==> config.mk <==
export PLATFORM = sky130hd
export DESIGN_NAME = dcrc_top
export DESIGN_NICKNAME = d
export VERILOG_FILES = /design/src/design/dcrc_top.v /design/src/design/dcrc_setclr_bits.v
export VERILOG_INCLUDE_DIRS = /design/src /design/src/common
export SDC_FILE = /design/constraint.sdc
export NUM_CORES = 1
export LEC_CHECK = 0
export ABC_AREA = 1
export BUFFER_PORTS_ARGS = -buffer_cell sky130_fd_sc_hd__buf_4
export CORE_ASPECT_RATIO = 1.5
export CORE_MARGIN = 10
export CORE_UTILIZATION = 45
export DETAILED_ROUTE_END_ITERATION = 12
export PLACE_DENSITY = 0.87
export SLEW_MARGIN = 10
export SYNTH_ARGS = -nofsm -noshare
export SYNTH_HDL_FRONTEND = slang
export SYNTH_SLANG_ARGS = --single-unit
==> constraint.sdc <==
create_clock -name i_mclk -period 1.14 [get_ports i_mclk]
set_clock_uncertainty 0.15 [all_clocks]
set_input_delay 0.285 -clock i_mclk [delete_from_list [all_inputs] [get_ports i_mclk]]
set_output_delay 0.285 -clock i_mclk [all_outputs]
set_load 0.02 [all_outputs]
==> src/common/dcrc_consts.vh <==
// constants for the dma channel request control block
`ifndef DCRC_CONSTS_VH
`define DCRC_CONSTS_VH

// channel count and register width
`define DCRC_NCH            32
`define DCRC_DW             32
`define DCRC_AW             12

// register byte offsets, word aligned
`define DCRC_OFS_STATUS     12'h000
`define DCRC_OFS_CFG        12'h004
`define DCRC_OFS_SWTRIG     12'h014
`define DCRC_OFS_BURST_SET  12'h018
`define DCRC_OFS_BURST_CLR  12'h01C
`define DCRC_OFS_MASK_SET   12'h020
`define DCRC_OFS_MASK_CLR   12'h024
`define DCRC_OFS_CHON_SET   12'h028
`define DCRC_OFS_CHON_CLR   12'h02C

// field positions
`define DCRC_MASTER_EN_BIT  0

// fixed bits of the status word (bit 28 and bits 20-16 read as one)
`define DCRC_STATUS_FIXED   32'h101F_0000

// reset values
`define DCRC_RST_BURST      32'h0000_0000
`define DCRC_RST_MASK       32'h0000_0000
`define DCRC_RST_CHON       32'h0000_0000
`define DCRC_RST_MASTER     1'b0
`define DCRC_RST_WORD       32'h0000_0000

`endif

==> src/design/dcrc_top.v <==
// dma channel request control: set/clear registers and request qualification
//
// Notes on behaviour
// a one written to a software trigger bit raises a request for that channel, a zero none.
// bit n of every per-channel set or clear register acts on channel n only, 0 to 31.
// a one written to the burst-only set register stops single requests of that channel.
// reading burst-only set gives 0 where single requests are taken and 1 where not.
// zeros written to any set or clear register leave the channel state alone.
// a one written to the burst-only clear register lets single requests in again.
// the engine clears a burst-only bit when fewer than 2^R transfers remain near the end.
// in peripheral scatter-gather with next-burst set, the bit is set after the alt transfer.
// software does not set burst-only on short transfers that use no burst requests.
// a one written to the mask set register makes that channel's requests ignored.
// reading mask set gives 0 where requests are taken and 1 where masked.
// a one written to the mask clear register lets that channel's requests in again.
// channel enable is set by writing one, reads back, and drops at cycle end, stop or error.
// the master enable bit, 0 off and 1 on, gates all dma operation.
// requests reach arbitration only when enabled, unmasked, and singles not burst-only.
// a software trigger is an unmasked one-cycle burst request and is not stored.
`timescale 1ns/100ps
`default_nettype none
`include "dcrc_consts.vh"

module dcrc_top
(
	// clock, reset, clock enable
	input  wire        i_mclk,
	input  wire        i_arst_n,
	input  wire        i_ce,
	// word-wide peripheral register bus
	input  wire        i_psel,
	input  wire        i_penable,
	input  wire        i_pwrite,
	input  wire [11:0] i_paddr,
	input  wire [31:0] i_pwdata,
	output wire        o_pready,
	output wire [31:0] o_prdata,
	output wire        o_pslverr,
	// peripheral requests, one bit per channel
	input  wire [31:0] i_periph_burst_req,
	input  wire [31:0] i_periph_single_req,
	// events from the transfer engine, one bit per channel
	input  wire [31:0] i_burst_drop_evt,
	input  wire [31:0] i_burst_raise_evt,
	input  wire [31:0] i_chan_off_evt,
	// qualified requests toward arbitration
	output wire [31:0] o_burst_req,
	output wire [31:0] o_single_req,
	// state views for the engine
	output wire        o_master_en,
	output wire [31:0] o_chan_on,
	output wire [31:0] o_burst_only,
	output wire [31:0] o_req_mask
);

	////////////////////////////////////////////////////////////////////////////
	// bus phase decode

	wire        setup_ph;
	wire        access_ph;
	wire        wr_acc;
	reg         hit_status;
	reg         hit_cfg;
	reg         hit_swtrig;
	reg         hit_burst_set;
	reg         hit_burst_clr;
	reg         hit_mask_set;
	reg         hit_mask_clr;
	reg         hit_chon_set;
	reg         hit_chon_clr;
	reg         hit_any;

	// zero wait states: every access completes in its first access cycle
	assign setup_ph  = i_psel & ~i_penable;
	assign access_ph = i_psel & i_penable;
	assign wr_acc    = access_ph & i_pwrite;
	assign o_pready  = 1'b1;

	// address decode, word offsets only; low address bits must be zero
	always @*
	begin
		hit_status    = 1'b0;
		hit_cfg       = 1'b0;
		hit_swtrig    = 1'b0;
		hit_burst_set = 1'b0;
		hit_burst_clr = 1'b0;
		hit_mask_set  = 1'b0;
		hit_mask_clr  = 1'b0;
		hit_chon_set  = 1'b0;
		hit_chon_clr  = 1'b0;
		if (i_paddr == `DCRC_OFS_STATUS)
			hit_status = 1'b1;
		else if (i_paddr == `DCRC_OFS_CFG)
			hit_cfg = 1'b1;
		else if (i_paddr == `DCRC_OFS_SWTRIG)
			hit_swtrig = 1'b1;
		else if (i_paddr == `DCRC_OFS_BURST_SET)
			hit_burst_set = 1'b1;
		else if (i_paddr == `DCRC_OFS_BURST_CLR)
			hit_burst_clr = 1'b1;
		else if (i_paddr == `DCRC_OFS_MASK_SET)
			hit_mask_set = 1'b1;
		else if (i_paddr == `DCRC_OFS_MASK_CLR)
			hit_mask_clr = 1'b1;
		else if (i_paddr == `DCRC_OFS_CHON_SET)
			hit_chon_set = 1'b1;
		else if (i_paddr == `DCRC_OFS_CHON_CLR)
			hit_chon_clr = 1'b1;
		hit_any = hit_status | hit_cfg | hit_swtrig | hit_burst_set | hit_burst_clr |
			hit_mask_set | hit_mask_clr | hit_chon_set | hit_chon_clr;
	end

	////////////////////////////////////////////////////////////////////////////
	// write strobes: a written zero turns into no strobe at all

	wire [31:0] wr_data;
	wire [31:0] swtrig_bits;
	wire [31:0] burst_set_bits;
	wire [31:0] burst_clr_bits;
	wire [31:0] mask_set_bits;
	wire [31:0] mask_clr_bits;
	wire [31:0] chon_set_bits;
	wire [31:0] chon_clr_bits;

	// write data is masked per register, so bit n strobes only channel n
	assign wr_data        = wr_acc ? i_pwdata : `DCRC_RST_WORD;
	assign swtrig_bits    = hit_swtrig    ? wr_data : `DCRC_RST_WORD;
	assign burst_set_bits = hit_burst_set ? wr_data : `DCRC_RST_WORD;
	assign burst_clr_bits = hit_burst_clr ? wr_data : `DCRC_RST_WORD;
	assign mask_set_bits  = hit_mask_set  ? wr_data : `DCRC_RST_WORD;
	assign mask_clr_bits  = hit_mask_clr  ? wr_data : `DCRC_RST_WORD;
	assign chon_set_bits  = hit_chon_set  ? wr_data : `DCRC_RST_WORD;
	assign chon_clr_bits  = hit_chon_clr  ? wr_data : `DCRC_RST_WORD;

	////////////////////////////////////////////////////////////////////////////
	// per-channel state vectors

	wire [31:0] burst_only;
	wire [31:0] req_mask;
	wire [31:0] chan_on;

	// burst-only: engine drops it near the end, raises it after scatter-gather alt
	// software should keep it clear on short non-burst transfers; nothing here checks
	dcrc_setclr_bits
	#(
		.RST_VAL (`DCRC_RST_BURST)
	)
	u_burst_only
	(
		.i_mclk   (i_mclk),
		.i_arst_n (i_arst_n),
		.i_ce     (i_ce),
		.i_sw_set (burst_set_bits),
		.i_sw_clr (burst_clr_bits),
		.i_hw_set (i_burst_raise_evt),
		.i_hw_clr (i_burst_drop_evt),
		.o_state  (burst_only)
	);

	// request mask: software only
	dcrc_setclr_bits
	#(
		.RST_VAL (`DCRC_RST_MASK)
	)
	u_req_mask
	(
		.i_mclk   (i_mclk),
		.i_arst_n (i_arst_n),
		.i_ce     (i_ce),
		.i_sw_set (mask_set_bits),
		.i_sw_clr (mask_clr_bits),
		.i_hw_set (`DCRC_RST_WORD),
		.i_hw_clr (`DCRC_RST_WORD),
		.o_state  (req_mask)
	);

	// channel enable: dropped by cycle end, stop word or bus error from the engine
	dcrc_setclr_bits
	#(
		.RST_VAL (`DCRC_RST_CHON)
	)
	u_chan_on
	(
		.i_mclk   (i_mclk),
		.i_arst_n (i_arst_n),
		.i_ce     (i_ce),
		.i_sw_set (chon_set_bits),
		.i_sw_clr (chon_clr_bits),
		.i_hw_set (`DCRC_RST_WORD),
		.i_hw_clr (i_chan_off_evt),
		.o_state  (chan_on)
	);

	////////////////////////////////////////////////////////////////////////////
	// master enable

	reg master_en_ff;

	// written through the configuration word, bit 0 only
	always @(posedge i_mclk or negedge i_arst_n)
	begin
		if (!i_arst_n)
			master_en_ff <= `DCRC_RST_MASTER;
		else if (i_ce && wr_acc && hit_cfg)
			master_en_ff <= i_pwdata[`DCRC_MASTER_EN_BIT];
	end

	////////////////////////////////////////////////////////////////////////////
	// request qualification

	reg  [31:0] burst_req_ff;
	reg  [31:0] single_req_ff;
	wire [31:0] gate;
	wire [31:0] nxt_burst_req;
	wire [31:0] nxt_single_req;

	// master and channel enable gate every source
	assign gate = {32{master_en_ff}} & chan_on;

	// software trigger bypasses the mask and lives for one cycle only
	assign nxt_burst_req  = gate & ((i_periph_burst_req & ~req_mask) | swtrig_bits);

	// singles need no mask and no burst-only state
	assign nxt_single_req = gate & i_periph_single_req & ~req_mask & ~burst_only;

	// registered so arbitration sees clean flop outputs, one cycle after the cause
	always @(posedge i_mclk or negedge i_arst_n)
	begin
		if (!i_arst_n)
		begin
			burst_req_ff  <= `DCRC_RST_WORD;
			single_req_ff <= `DCRC_RST_WORD;
		end
		else if (i_ce)
		begin
			burst_req_ff  <= nxt_burst_req;
			single_req_ff <= nxt_single_req;
		end
	end

	////////////////////////////////////////////////////////////////////////////
	// read path and error answer

	reg  [31:0] prdata_ff;
	reg         pslverr_ff;
	reg  [31:0] nxt_prdata;

	// write-only words read as zero; the trigger keeps no state to show
	always @*
	begin
		nxt_prdata = `DCRC_RST_WORD;
		if (hit_status)
			nxt_prdata = `DCRC_STATUS_FIXED | {31'h0000_0000, master_en_ff};
		else if (hit_burst_set)
			nxt_prdata = burst_only;
		else if (hit_mask_set)
			nxt_prdata = req_mask;
		else if (hit_chon_set)
			nxt_prdata = chan_on;
	end

	// sampled in the setup cycle so data and error stand through the access cycle
	always @(posedge i_mclk or negedge i_arst_n)
	begin
		if (!i_arst_n)
		begin
			prdata_ff  <= `DCRC_RST_WORD;
			pslverr_ff <= 1'b0;
		end
		else if (i_ce)
		begin
			if (setup_ph)
			begin
				prdata_ff  <= i_pwrite ? `DCRC_RST_WORD : nxt_prdata;
				pslverr_ff <= ~hit_any;
			end
			else if (access_ph)
			begin
				prdata_ff  <= prdata_ff;
				pslverr_ff <= pslverr_ff;
			end
			else
			begin
				prdata_ff  <= `DCRC_RST_WORD;
				pslverr_ff <= 1'b0;
			end
		end
	end

	////////////////////////////////////////////////////////////////////////////
	// outputs

	assign o_prdata     = prdata_ff;
	assign o_pslverr    = pslverr_ff & access_ph;
	assign o_burst_req  = burst_req_ff;
	assign o_single_req = single_req_ff;
	assign o_master_en  = master_en_ff;
	assign o_chan_on    = chan_on;
	assign o_burst_only = burst_only;
	assign o_req_mask   = req_mask;

endmodule

`default_nettype wire

==> src/design/dcrc_setclr_bits.v <==
// one per-channel set/clear state vector with software and hardware sources
`timescale 1ns/100ps
`default_nettype none

module dcrc_setclr_bits
#(
	parameter [31:0] RST_VAL = 32'h0000_0000
)
(
	// clock, reset, enable
	input  wire        i_mclk,
	input  wire        i_arst_n,
	input  wire        i_ce,
	// software set/clear strobes, one bit per channel
	input  wire [31:0] i_sw_set,
	input  wire [31:0] i_sw_clr,
	// hardware set/clear events, one bit per channel
	input  wire [31:0] i_hw_set,
	input  wire [31:0] i_hw_clr,
	// current state
	output wire [31:0] o_state
);

	reg  [31:0] state_ff;
	wire [31:0] nxt_state;

	// any set beats any clear in the same cycle, so no set event is lost
	assign nxt_state = (state_ff & ~(i_sw_clr | i_hw_clr)) | i_sw_set | i_hw_set;

	// state holds while clock enable is low
	always @(posedge i_mclk or negedge i_arst_n)
	begin
		if (!i_arst_n)
			state_ff <= RST_VAL;
		else if (i_ce)
			state_ff <= nxt_state;
	end

	assign o_state = state_ff;

endmodule

`default_nettype wire

==> impl_metrics.csv, run 1 <==
group,metric,value,unit
synthesis,synth_xor_area_share,0,%
clock_tree,cts_inserted_buffers,17,
floorplanning,io_pins,405,
placed_design,dp.cells,2074,
synthesis,synth_cell_type_count,28,
status,stop_stage,"5_1_grt",
sta,crit_endpoint,"o_master_en",
synthesis,async_reset_ff_share,100.0,%
synthesis,syn-cell-area,10150,um^2
grt,grt-ovfl-total,208,
synthesis,synth_fa_ha_area_share,0,%
synthesis,synth-compound-area-share,14.25,%
synthesis,ys.flop_type,"dfrtp_1",
grt,grt_max_degree,39,
clock_tree,cts_sinks,194,
clock_tree,cts-root-buf,"clkbuf_16",
status,status,"did not finish",
synthesis,synth_edf_count,0,
floorplanning,start_util,45.51,%
floorplanning,dieWidth,142.6,um
synthesis,synth_top_family_by_area,"simple AND/OR/NAND/NOR gates",
synthesis,avgSynthCellArea,7.428,um^2
status,error_line,"[ERROR GRT-0232] Routing congestion too high. Check the congestion heatmap in the GUI.",
synthesis,synth.area.mux_share,0,%
clock_tree,htreeDepth,4,
grt,grt_usage,76.01,%
placed_design,place_area,14590,um^2
floorplanning,std_cell_rows,67,
synthesis,ys_seq_area_share,47.84,%
synthesis,syn_nets,1576,
placed_design,finalWeightedCongestion,0.9395,
synthesis,ys.warnings.count,0,
clock_tree,clockBufferDepth,2,
synthesis,ys_seq_elements,194,
synthesis,netlist_instances,1366,
synthesis,synthSimpleGateAreaFrac,30.15,%
placed_design,dp_hpwl,33980,um
floorplanning,fp.dieH,203.9,um
placed_design,io_buffers,403,
sta,worstEndpointType,"primary output",
[routing by layer]
| layer | GRT overflow | global-route usage [%] |
|---|---|---|
| met1 | 1 | 71.49 |
| met2 | 136 | 92.33 |
| met3 | 4 | 66.81 |
| met4 | 67 | 77.20 |
| met5 | 0 | 22.94 |
[cells in the mapped netlist (all sizes together), types with 2 or more instances]
cell type	count	area, um^2
nand2	416	1579
a31oi	54	337.8
dfrtp	194	4855
o22ai	2	12.51
inv	108	405.4
nor2	155	626.8
buf	45	272.8
nand3	113	570.6
o21ai	185	925.9
o211ai	20	150.1
nor3	2	32.53
clkbuf	28	105.1
nand4	39	244.0
[through the flow]
stage	setup TNS (ns)	hold WS [ns]	setup WS (ns)
after detailed placement	-94.00	0.06076	-0.6360
after global placement	-85.60	0.06398	-0.5777
after floorplan	-39.63	-0.1606	-0.3033
after CTS	-80.24	0.0002537	-0.3986
[cell families after synthesis]
family	Yosys count
AOI/OAI and AO/OA	264
other	1
DFF	194
and+or+nand+nor	726
buffers and inverters	181
[timing repair]
action	CTS
setup endpoints to repair	374
gates resized for setup	405
cloned	25
setup buffers	164
pin swaps	55
hold endpoints to repair	281
hold buffers	119
==> run 2, diff against run 1 <==
--- a/config.mk
+++ b/config.mk
@@ -8,11 +8,10 @@
 export LEC_CHECK = 0
 export ABC_AREA = 1
 export BUFFER_PORTS_ARGS = -buffer_cell sky130_fd_sc_hd__buf_4
-export CORE_ASPECT_RATIO = 1.5
 export CORE_MARGIN = 10
-export CORE_UTILIZATION = 45
+export CORE_UTILIZATION = 30
 export DETAILED_ROUTE_END_ITERATION = 12
-export PLACE_DENSITY = 0.87
+export PLACE_DENSITY_LB_ADDON = 0.15
 export SLEW_MARGIN = 10
 export SYNTH_ARGS = -nofsm -noshare
 export SYNTH_HDL_FRONTEND = slang
==> constraint.sdc (replaced) <==
create_clock -name i_mclk -period 1.5 [get_ports i_mclk]
set_clock_uncertainty 0.15 [all_clocks]
set_input_delay 0.375 -clock i_mclk [delete_from_list [all_inputs] [get_ports i_mclk]]
set_output_delay 0.375 -clock i_mclk [all_outputs]
set_load 0.02 [all_outputs]
==> impl_metrics.csv, run 2 <==
group,metric,value,unit
synthesis,async_reset_ff_share,100.0,%
floorplanning,dieWidth,203.9,um
synthesis,synth_most_common_cell,"nand2_1",
grt,antenna_found_initial,6,
placed_design,post-place-ws,-0.3938,ns
power_and_ir_drop,irDropWorstVdd,810.9,uV
worst_setup_path,critPathKind,"flip-flop to primary output",
clock_tree,htreeDepth,4,
grt,grt-ovfl-total,0,
grt,grt_pass1_vias,12110,
synthesis,ys_seq_area_share,47.84,%
synthesis,avgSynthCellArea,7.428,um^2
synthesis,synth_common_cells,"nand2_1 (411), dfrtp_1 (194), nor2_1 (147)",
worst_setup_path,startpoint_type,"flip-flop",
floorplanning,start_util,30.34,%
layout,final_util,51.70,%
placed_design,finalWeightedCongestion,0.8039,
synthesis,synth_cell_type_count,28,
worst_hold_path,hp-start,"i_periph_single_req[31]",
power_and_ir_drop,p_leak,8.593,nW
floorplanning,die-area,41580,um^2
clock_tree,clk_latency,0.45,ns
synthesis,yosys-top-cells-area,"dfrtp_1 (48%), nand2_1 (15%), o21ai_1 (5.7%), nand3_1 (5.5%), nor2_1 (5.4%)",
layout,stdcell_area,17290,um^2
worst_setup_path,crit_path_start,"pslverr_ff$_DFFE_PN0P_",
synthesis,yosys.area.top_type,"dfrtp_1",
sta,post-route-min-period,1.613,ns
layout,nNetsFinal,2177,
sta,slew_violations,0,
synthesis,ys_seq_elements,194,
clock_tree,clockBufferDepth,2,
grt,grt_pass1_wl,74730,um
power_and_ir_drop,report.power.total,13.09,mW
routing,viasPerCell,4.917,
sta,hold_violations,0,
clock_tree,cts_inserted_buffers,17,
routing,drc,0,
routing,num_vias,11959,
synthesis,syn_nets,1576,
sta,worstMarginPinSlew,0.5420,ns
routing,ant_nets,0,
synthesis,netlist_instances,1366,
worst_setup_path,end_kind,"primary output",
sta,fin_crit_sh,107.5,%
layout,drive_gt1_share,39.44,%
routing,drt_iter0_markers,741,
synthesis,ys.flop_type,"dfrtp_1",
sta,whs,0.03890,ns
routing,dr.pass1.iters,6,
layout,layout_commonest_cell,"buf_4",
worst_setup_path,cp_max_fo,2,
synthesis,syn-cell-area,10150,um^2
run,drv_cap,0,
floorplanning,fp.coreArea,33450,um^2
routing,wl_per_cell,21.06,um
placed_design,io_buffers,403,
sta,layout_setup_ws,-0.1129,ns
grt,grt_max_degree,57,
status,violations,"setup timing",
power_and_ir_drop,powerDensity,757.2,nW/um^2
floorplanning,io_pins,405,
grt,grt_usage,23.40,%
placed_design,dp_hpwl,35380,um
sta,slew_headroom,63.87,%
synthesis,ys.warnings.count,0,
clock_tree,cts_tree,"yes",
routing,routed_wirelength,51230,um
status,status,"finished with violations",
worst_setup_path,critPathArrivalTime,1.09,ns
sta,maxClockFrequency,620.0,MHz
clock_tree,cts-root-buf,"clkbuf_16",
sta,setup_viol,161,
clock_tree,cts_sinks,194,
sta,rsz0062_at_grt,"yes",
worst_setup_path,required,0.97,ns
floorplanning,fp.dieH,203.9,um
floorplanning,std_cell_rows,67,
layout,final_cell_mix,"buf_4 (424), nand2_1 (406), buf_6 (196)",
synthesis,synth_top_cell_area_share,47.84,%
placed_design,place_area,14610,um^2
synthesis,synth_edf_count,0,
worst_setup_path,rr_startpoint,"o_master_en$_DFFE_PN0P_",
layout,syn_to_final_growth,70.42,%
clock_tree,clk_pin_slew,0.07,ns
worst_hold_path,hp-class,"primary input to flip-flop",
-- run 2: cell counts after synthesis --
No cell type changed its count.
-- run 2: final cells by class --
cell class / count / area [um^2]
Tap cell: 448 / 560.5
Multi-Input combinational cell: 991 / 4690
Clock inverter: 13 / 168.9
Timing Repair Buffer: 655 / 6097
Clock buffer: 19 / 452.9
Sequential cell: 194 / 4896
Inverter: 108 / 417.9
Fill cell: 3226 / 16160
Antenna cell: 4 / 10.01
-- run 2: path summary, 6_finish.rpt --
path	endpoint	slack, ns	cells after the start
hold reg to reg	o_prdata[2]$_DFFE_PN0P_	0.36	2
max in group asynchronous	u_chan_on.o_state[16]$_DFFE_PN0P_	0.40	4
min in group asynchronous	u_req_mask.o_state[28]$_DFFE_PN0P_	0.21	2
hold / removal	o_single_req[31]$_DFFE_PN0P_	0.04	3
setup reg to reg	o_single_req[28]$_DFFE_PN0P_	0.12	6
setup / recovery	o_pslverr	-0.11	3
-- run 2: report_power, final --
part	leakage (nW)	internal (mW)	switching, mW
combinational	5.80	1.23	1.27
clock	0.306	2.75	2.26
sequential	2.49	5.41	0.172
total	8.59	9.39	3.70
-- run 2: layer usage --
metal | global-route usage [%] | up-vias | share of wire (%)
met3 | 7.291 | 70 | 8.2
met2 | 38.18 | 422 | 48
met4 | 7.647 | 4 | 2.6
met1 | 28.81 | 5748 | 41
met5 | 0 | - | 0.070
li1 | - | 5715 | -
-- run 2: critical path: stages (launching register included) --
cell and delay (ns):
dfrtp_1 0.35, inv_1 0.04, nor2_1 0.09, buf_4 0.17
-- run 2: repair_timing --
item / CTS / global route
gates resized for setup: 223 / 15
hold buffers: 1 / 0
buffers inserted: 114 / 39
endpoints found under the hold margin: 129 / 0
gates cloned: 0 / 3
endpoints found under the setup margin: 194 / 239
pin swaps: 1 / 6
-- run 2: logic make-up after synthesis --
logic type,count (synthesis),synth area share (%)
other cells,1,0.03696
compound gates,264,14.25
flops,194,47.84
buf+inv,181,7.719
simple gates,726,30.15
-- run 2: metrics by stage --
stage	std cells	setup TNS [ns]
after floorplan	1366	-1.550
final	2432	-3.473
after global placement	2239	-48.57
after detailed placement	2239	-52.11
after CTS	2386	-8.314
after global routing	2430	-11.33
Power figures use the tool's default switching activity.
==> run 3, diff against run 2 <==
--- a/config.mk
+++ b/config.mk
@@ -7,11 +7,10 @@
 export NUM_CORES = 1
 export LEC_CHECK = 0
 export ABC_AREA = 1
-export BUFFER_PORTS_ARGS = -buffer_cell sky130_fd_sc_hd__buf_4
 export CORE_MARGIN = 10
 export CORE_UTILIZATION = 30
 export DETAILED_ROUTE_END_ITERATION = 12
-export PLACE_DENSITY_LB_ADDON = 0.15
+export DONT_BUFFER_PORTS = 1
 export SLEW_MARGIN = 10
 export SYNTH_ARGS = -nofsm -noshare
 export SYNTH_HDL_FRONTEND = slang
==> impl_metrics.csv, run 3 (synthesis gave the netlist of run 2 again) <==
group,metric,value,unit
sta,slew_violations,0,
power_and_ir_drop,internal_power,8.559,mW
power_and_ir_drop,p_leak,6.208,nW
routing,viasPerCell,5.396,
floorplanning,fp.coreArea,33450,um^2
layout,stdcell_area,14250,um^2
floorplanning,start_util,30.34,%
sta,fin_tns_setup,-0.3519,ns
routing,dr.pass1.iters,5,
grt,grt_max_degree,195,
sta,hold_violations,223,
floorplanning,fp.dieH,203.9,um
layout,layout_commonest_cell,"nand2_1",
placed_design,dp.cells,1823,
sta,fin_crit_sh,107.1,%
grt,antenna_found_initial,0,
floorplanning,dieWidth,203.9,um
worst_setup_path,end_kind,"primary output",
clock_tree,cts-root-buf,"clkbuf_16",
routing,wl_per_cell,22.70,um
worst_setup_path,critPathKind,"flip-flop to primary output",
power_and_ir_drop,combPwrFrac,11.6,%
grt,grt_pass1_wl,70430,um
clock_tree,clk_pin_slew,0.08,ns
status,status,"finished with violations",
layout,antenna_cells,0,
power_and_ir_drop,pwr-share-clk,39.6,%
grt,grt-ovfl-total,0,
layout,nNetsFinal,1803,
power_and_ir_drop,switching_share,29.05,%
worst_setup_path,cp_max_fo,2,
sta,rsz0062_at_grt,"yes",
layout,final_util,42.61,%
floorplanning,std_cell_rows,67,
placed_design,place_area,11440,um^2
layout,fin_cells,2054,
worst_setup_path,required,0.97,ns
clock_tree,htreeDepth,4,
clock_tree,clk_latency,0.45,ns
grt,grt_pass1_vias,11318,
power_and_ir_drop,seqPwrFrac,48.8,%
power_and_ir_drop,power.switching,3.504,mW
placed_design,finalWeightedCongestion,0.8417,
worst_hold_path,hp-class,"primary input to asynchronous set/reset pin",
placed_design,post-place-ws,-0.2384,ns
floorplanning,io_pins,405,
layout,syn_to_final_growth,40.44,%
placed_design,io_buffers,0,
clock_tree,cts_sinks,194,
placed_design,dp_hpwl,32180,um
run,drv_cap,0,
clock_tree,clockBufferDepth,2,
power_and_ir_drop,powerDensity,846.5,nW/um^2
floorplanning,die-area,41580,um^2
routing,ant_nets,0,
layout,final_cell_mix,"nand2_1 (408), dlygate4sd3_1 (190), dfrtp_2 (149)",
layout,n_fill_cell,3228,
worst_setup_path,critPathArrivalTime,1.08,ns
worst_setup_path,startpoint_type,"flip-flop",
routing,routed_wirelength,46620,um
routing,num_vias,11084,
sta,maxClockFrequency,622.6,MHz
routing,drt_iter0_markers,933,
clock_tree,cts_inserted_buffers,17,
status,violations,"hold timing, setup timing",
sta,whs,-0.5305,ns
grt,grt_usage,21.88,%
sta,layout_setup_ws,-0.1061,ns
sta,post-route-min-period,1.606,ns
power_and_ir_drop,irDropWorstVdd,768.3,uV
sta,setup_viol,10,
routing,drc,0,
clock_tree,cts_tree,"yes",
layout,drive_gt1_share,20.80,%
-- run 3: changes by cell type in the layout (fill, tap and decap cells not counted), sizes merged, moves of 4 or more --
cell / previous run / this run
buf: 650 / 89
dlygate4sd3: 1 / 190
clkbuf: 23 / 19
diode: 4 / 0
-- run 3: final cells by class --
type                    count  area, um^2  share of cell area [%]
clock inverters            13       143.9                   1.010
flip-flops and latches    194        5041                   35.37
repair buffers            281        2958                   20.76
inverters                 108       410.4                   2.880
clock buffers              19       442.9                   3.108
multi-input cells         991        4695                   32.94
well taps                 448       560.5                   3.933
-- run 3: timing repair --
| item | 4_1_cts | 5_1_grt |
|---|---|---|
| setup endpoints to repair | 122 | 133 |
| hold buffers | 193 | 13 |
| hold endpoints to repair | 343 | 224 |
| setup buffers | 7 | 0 |
| resized for setup | 126 | 46 |
| pin swaps | 1 | 7 |
-- run 3: layer usage --
metal | track usage [%] | up-vias | part of all wire (%)
met4 | 8.207 | 0 | 3.2
met1 | 25.60 | 5380 | 38
li1 | - | 4968 | -
met5 | 0 | - | 0
met3 | 6.499 | 99 | 9.5
met2 | 37.09 | 637 | 50
-- run 3: per-stage QoR --
step                      power [mW]  hold slack [ns]
after global routing           12.55          -0.5735
after floorplan                6.484         -0.07059
after detailed placement       6.843         -0.06421
after global placement         6.824         -0.06430
final                          12.06          -0.5305
after CTS                      12.15          -0.5650
-- run 3: final timing paths --
path	startpoint	end	slack (ns)	cells past startpoint
worst min-delay path	i_arst_n	u_burst_only.o_state[23]$_DFFE_PN0P_	-0.53	0
min in group i_mclk	i_ce	u_chan_on.o_state[31]$_DFFE_PN0P_	-0.09	1
max in group asynchronous	i_arst_n	u_burst_only.o_state[13]$_DFFE_PN0P_	1.35	0
worst max-delay path	pslverr_ff$_DFFE_PN0P_	o_pslverr	-0.11	3
worst min register to register	pslverr_ff$_DFFE_PN0P_	pslverr_ff$_DFFE_PN0P_	0.35	2
worst max register to register	u_burst_only.o_state[26]$_DFFE_PN0P_	u_burst_only.o_state[26]$_DFFE_PN0P_	0.02	3
-- run 3: power groups by stage --
| stage | logic (mW) | registers [mW] | clock network (mW) |
|---|---|---|---|
| after floorplan | 0.609 | 5.87 | 0 |
| after global placement | 0.859 | 5.97 | 0 |
| after detailed placement | 0.872 | 5.97 | 0 |
| after CTS | 1.38 | 5.87 | 4.90 |
| after global routing | 1.54 | 5.91 | 5.09 |
| final | 1.40 | 5.89 | 4.77 |
-- run 3: critical path: stages, from the launching register on --
cell,delay (ns)
dfrtp_1,0.35
inv_1,0.04
nor2_1,0.08
buf_4,0.16
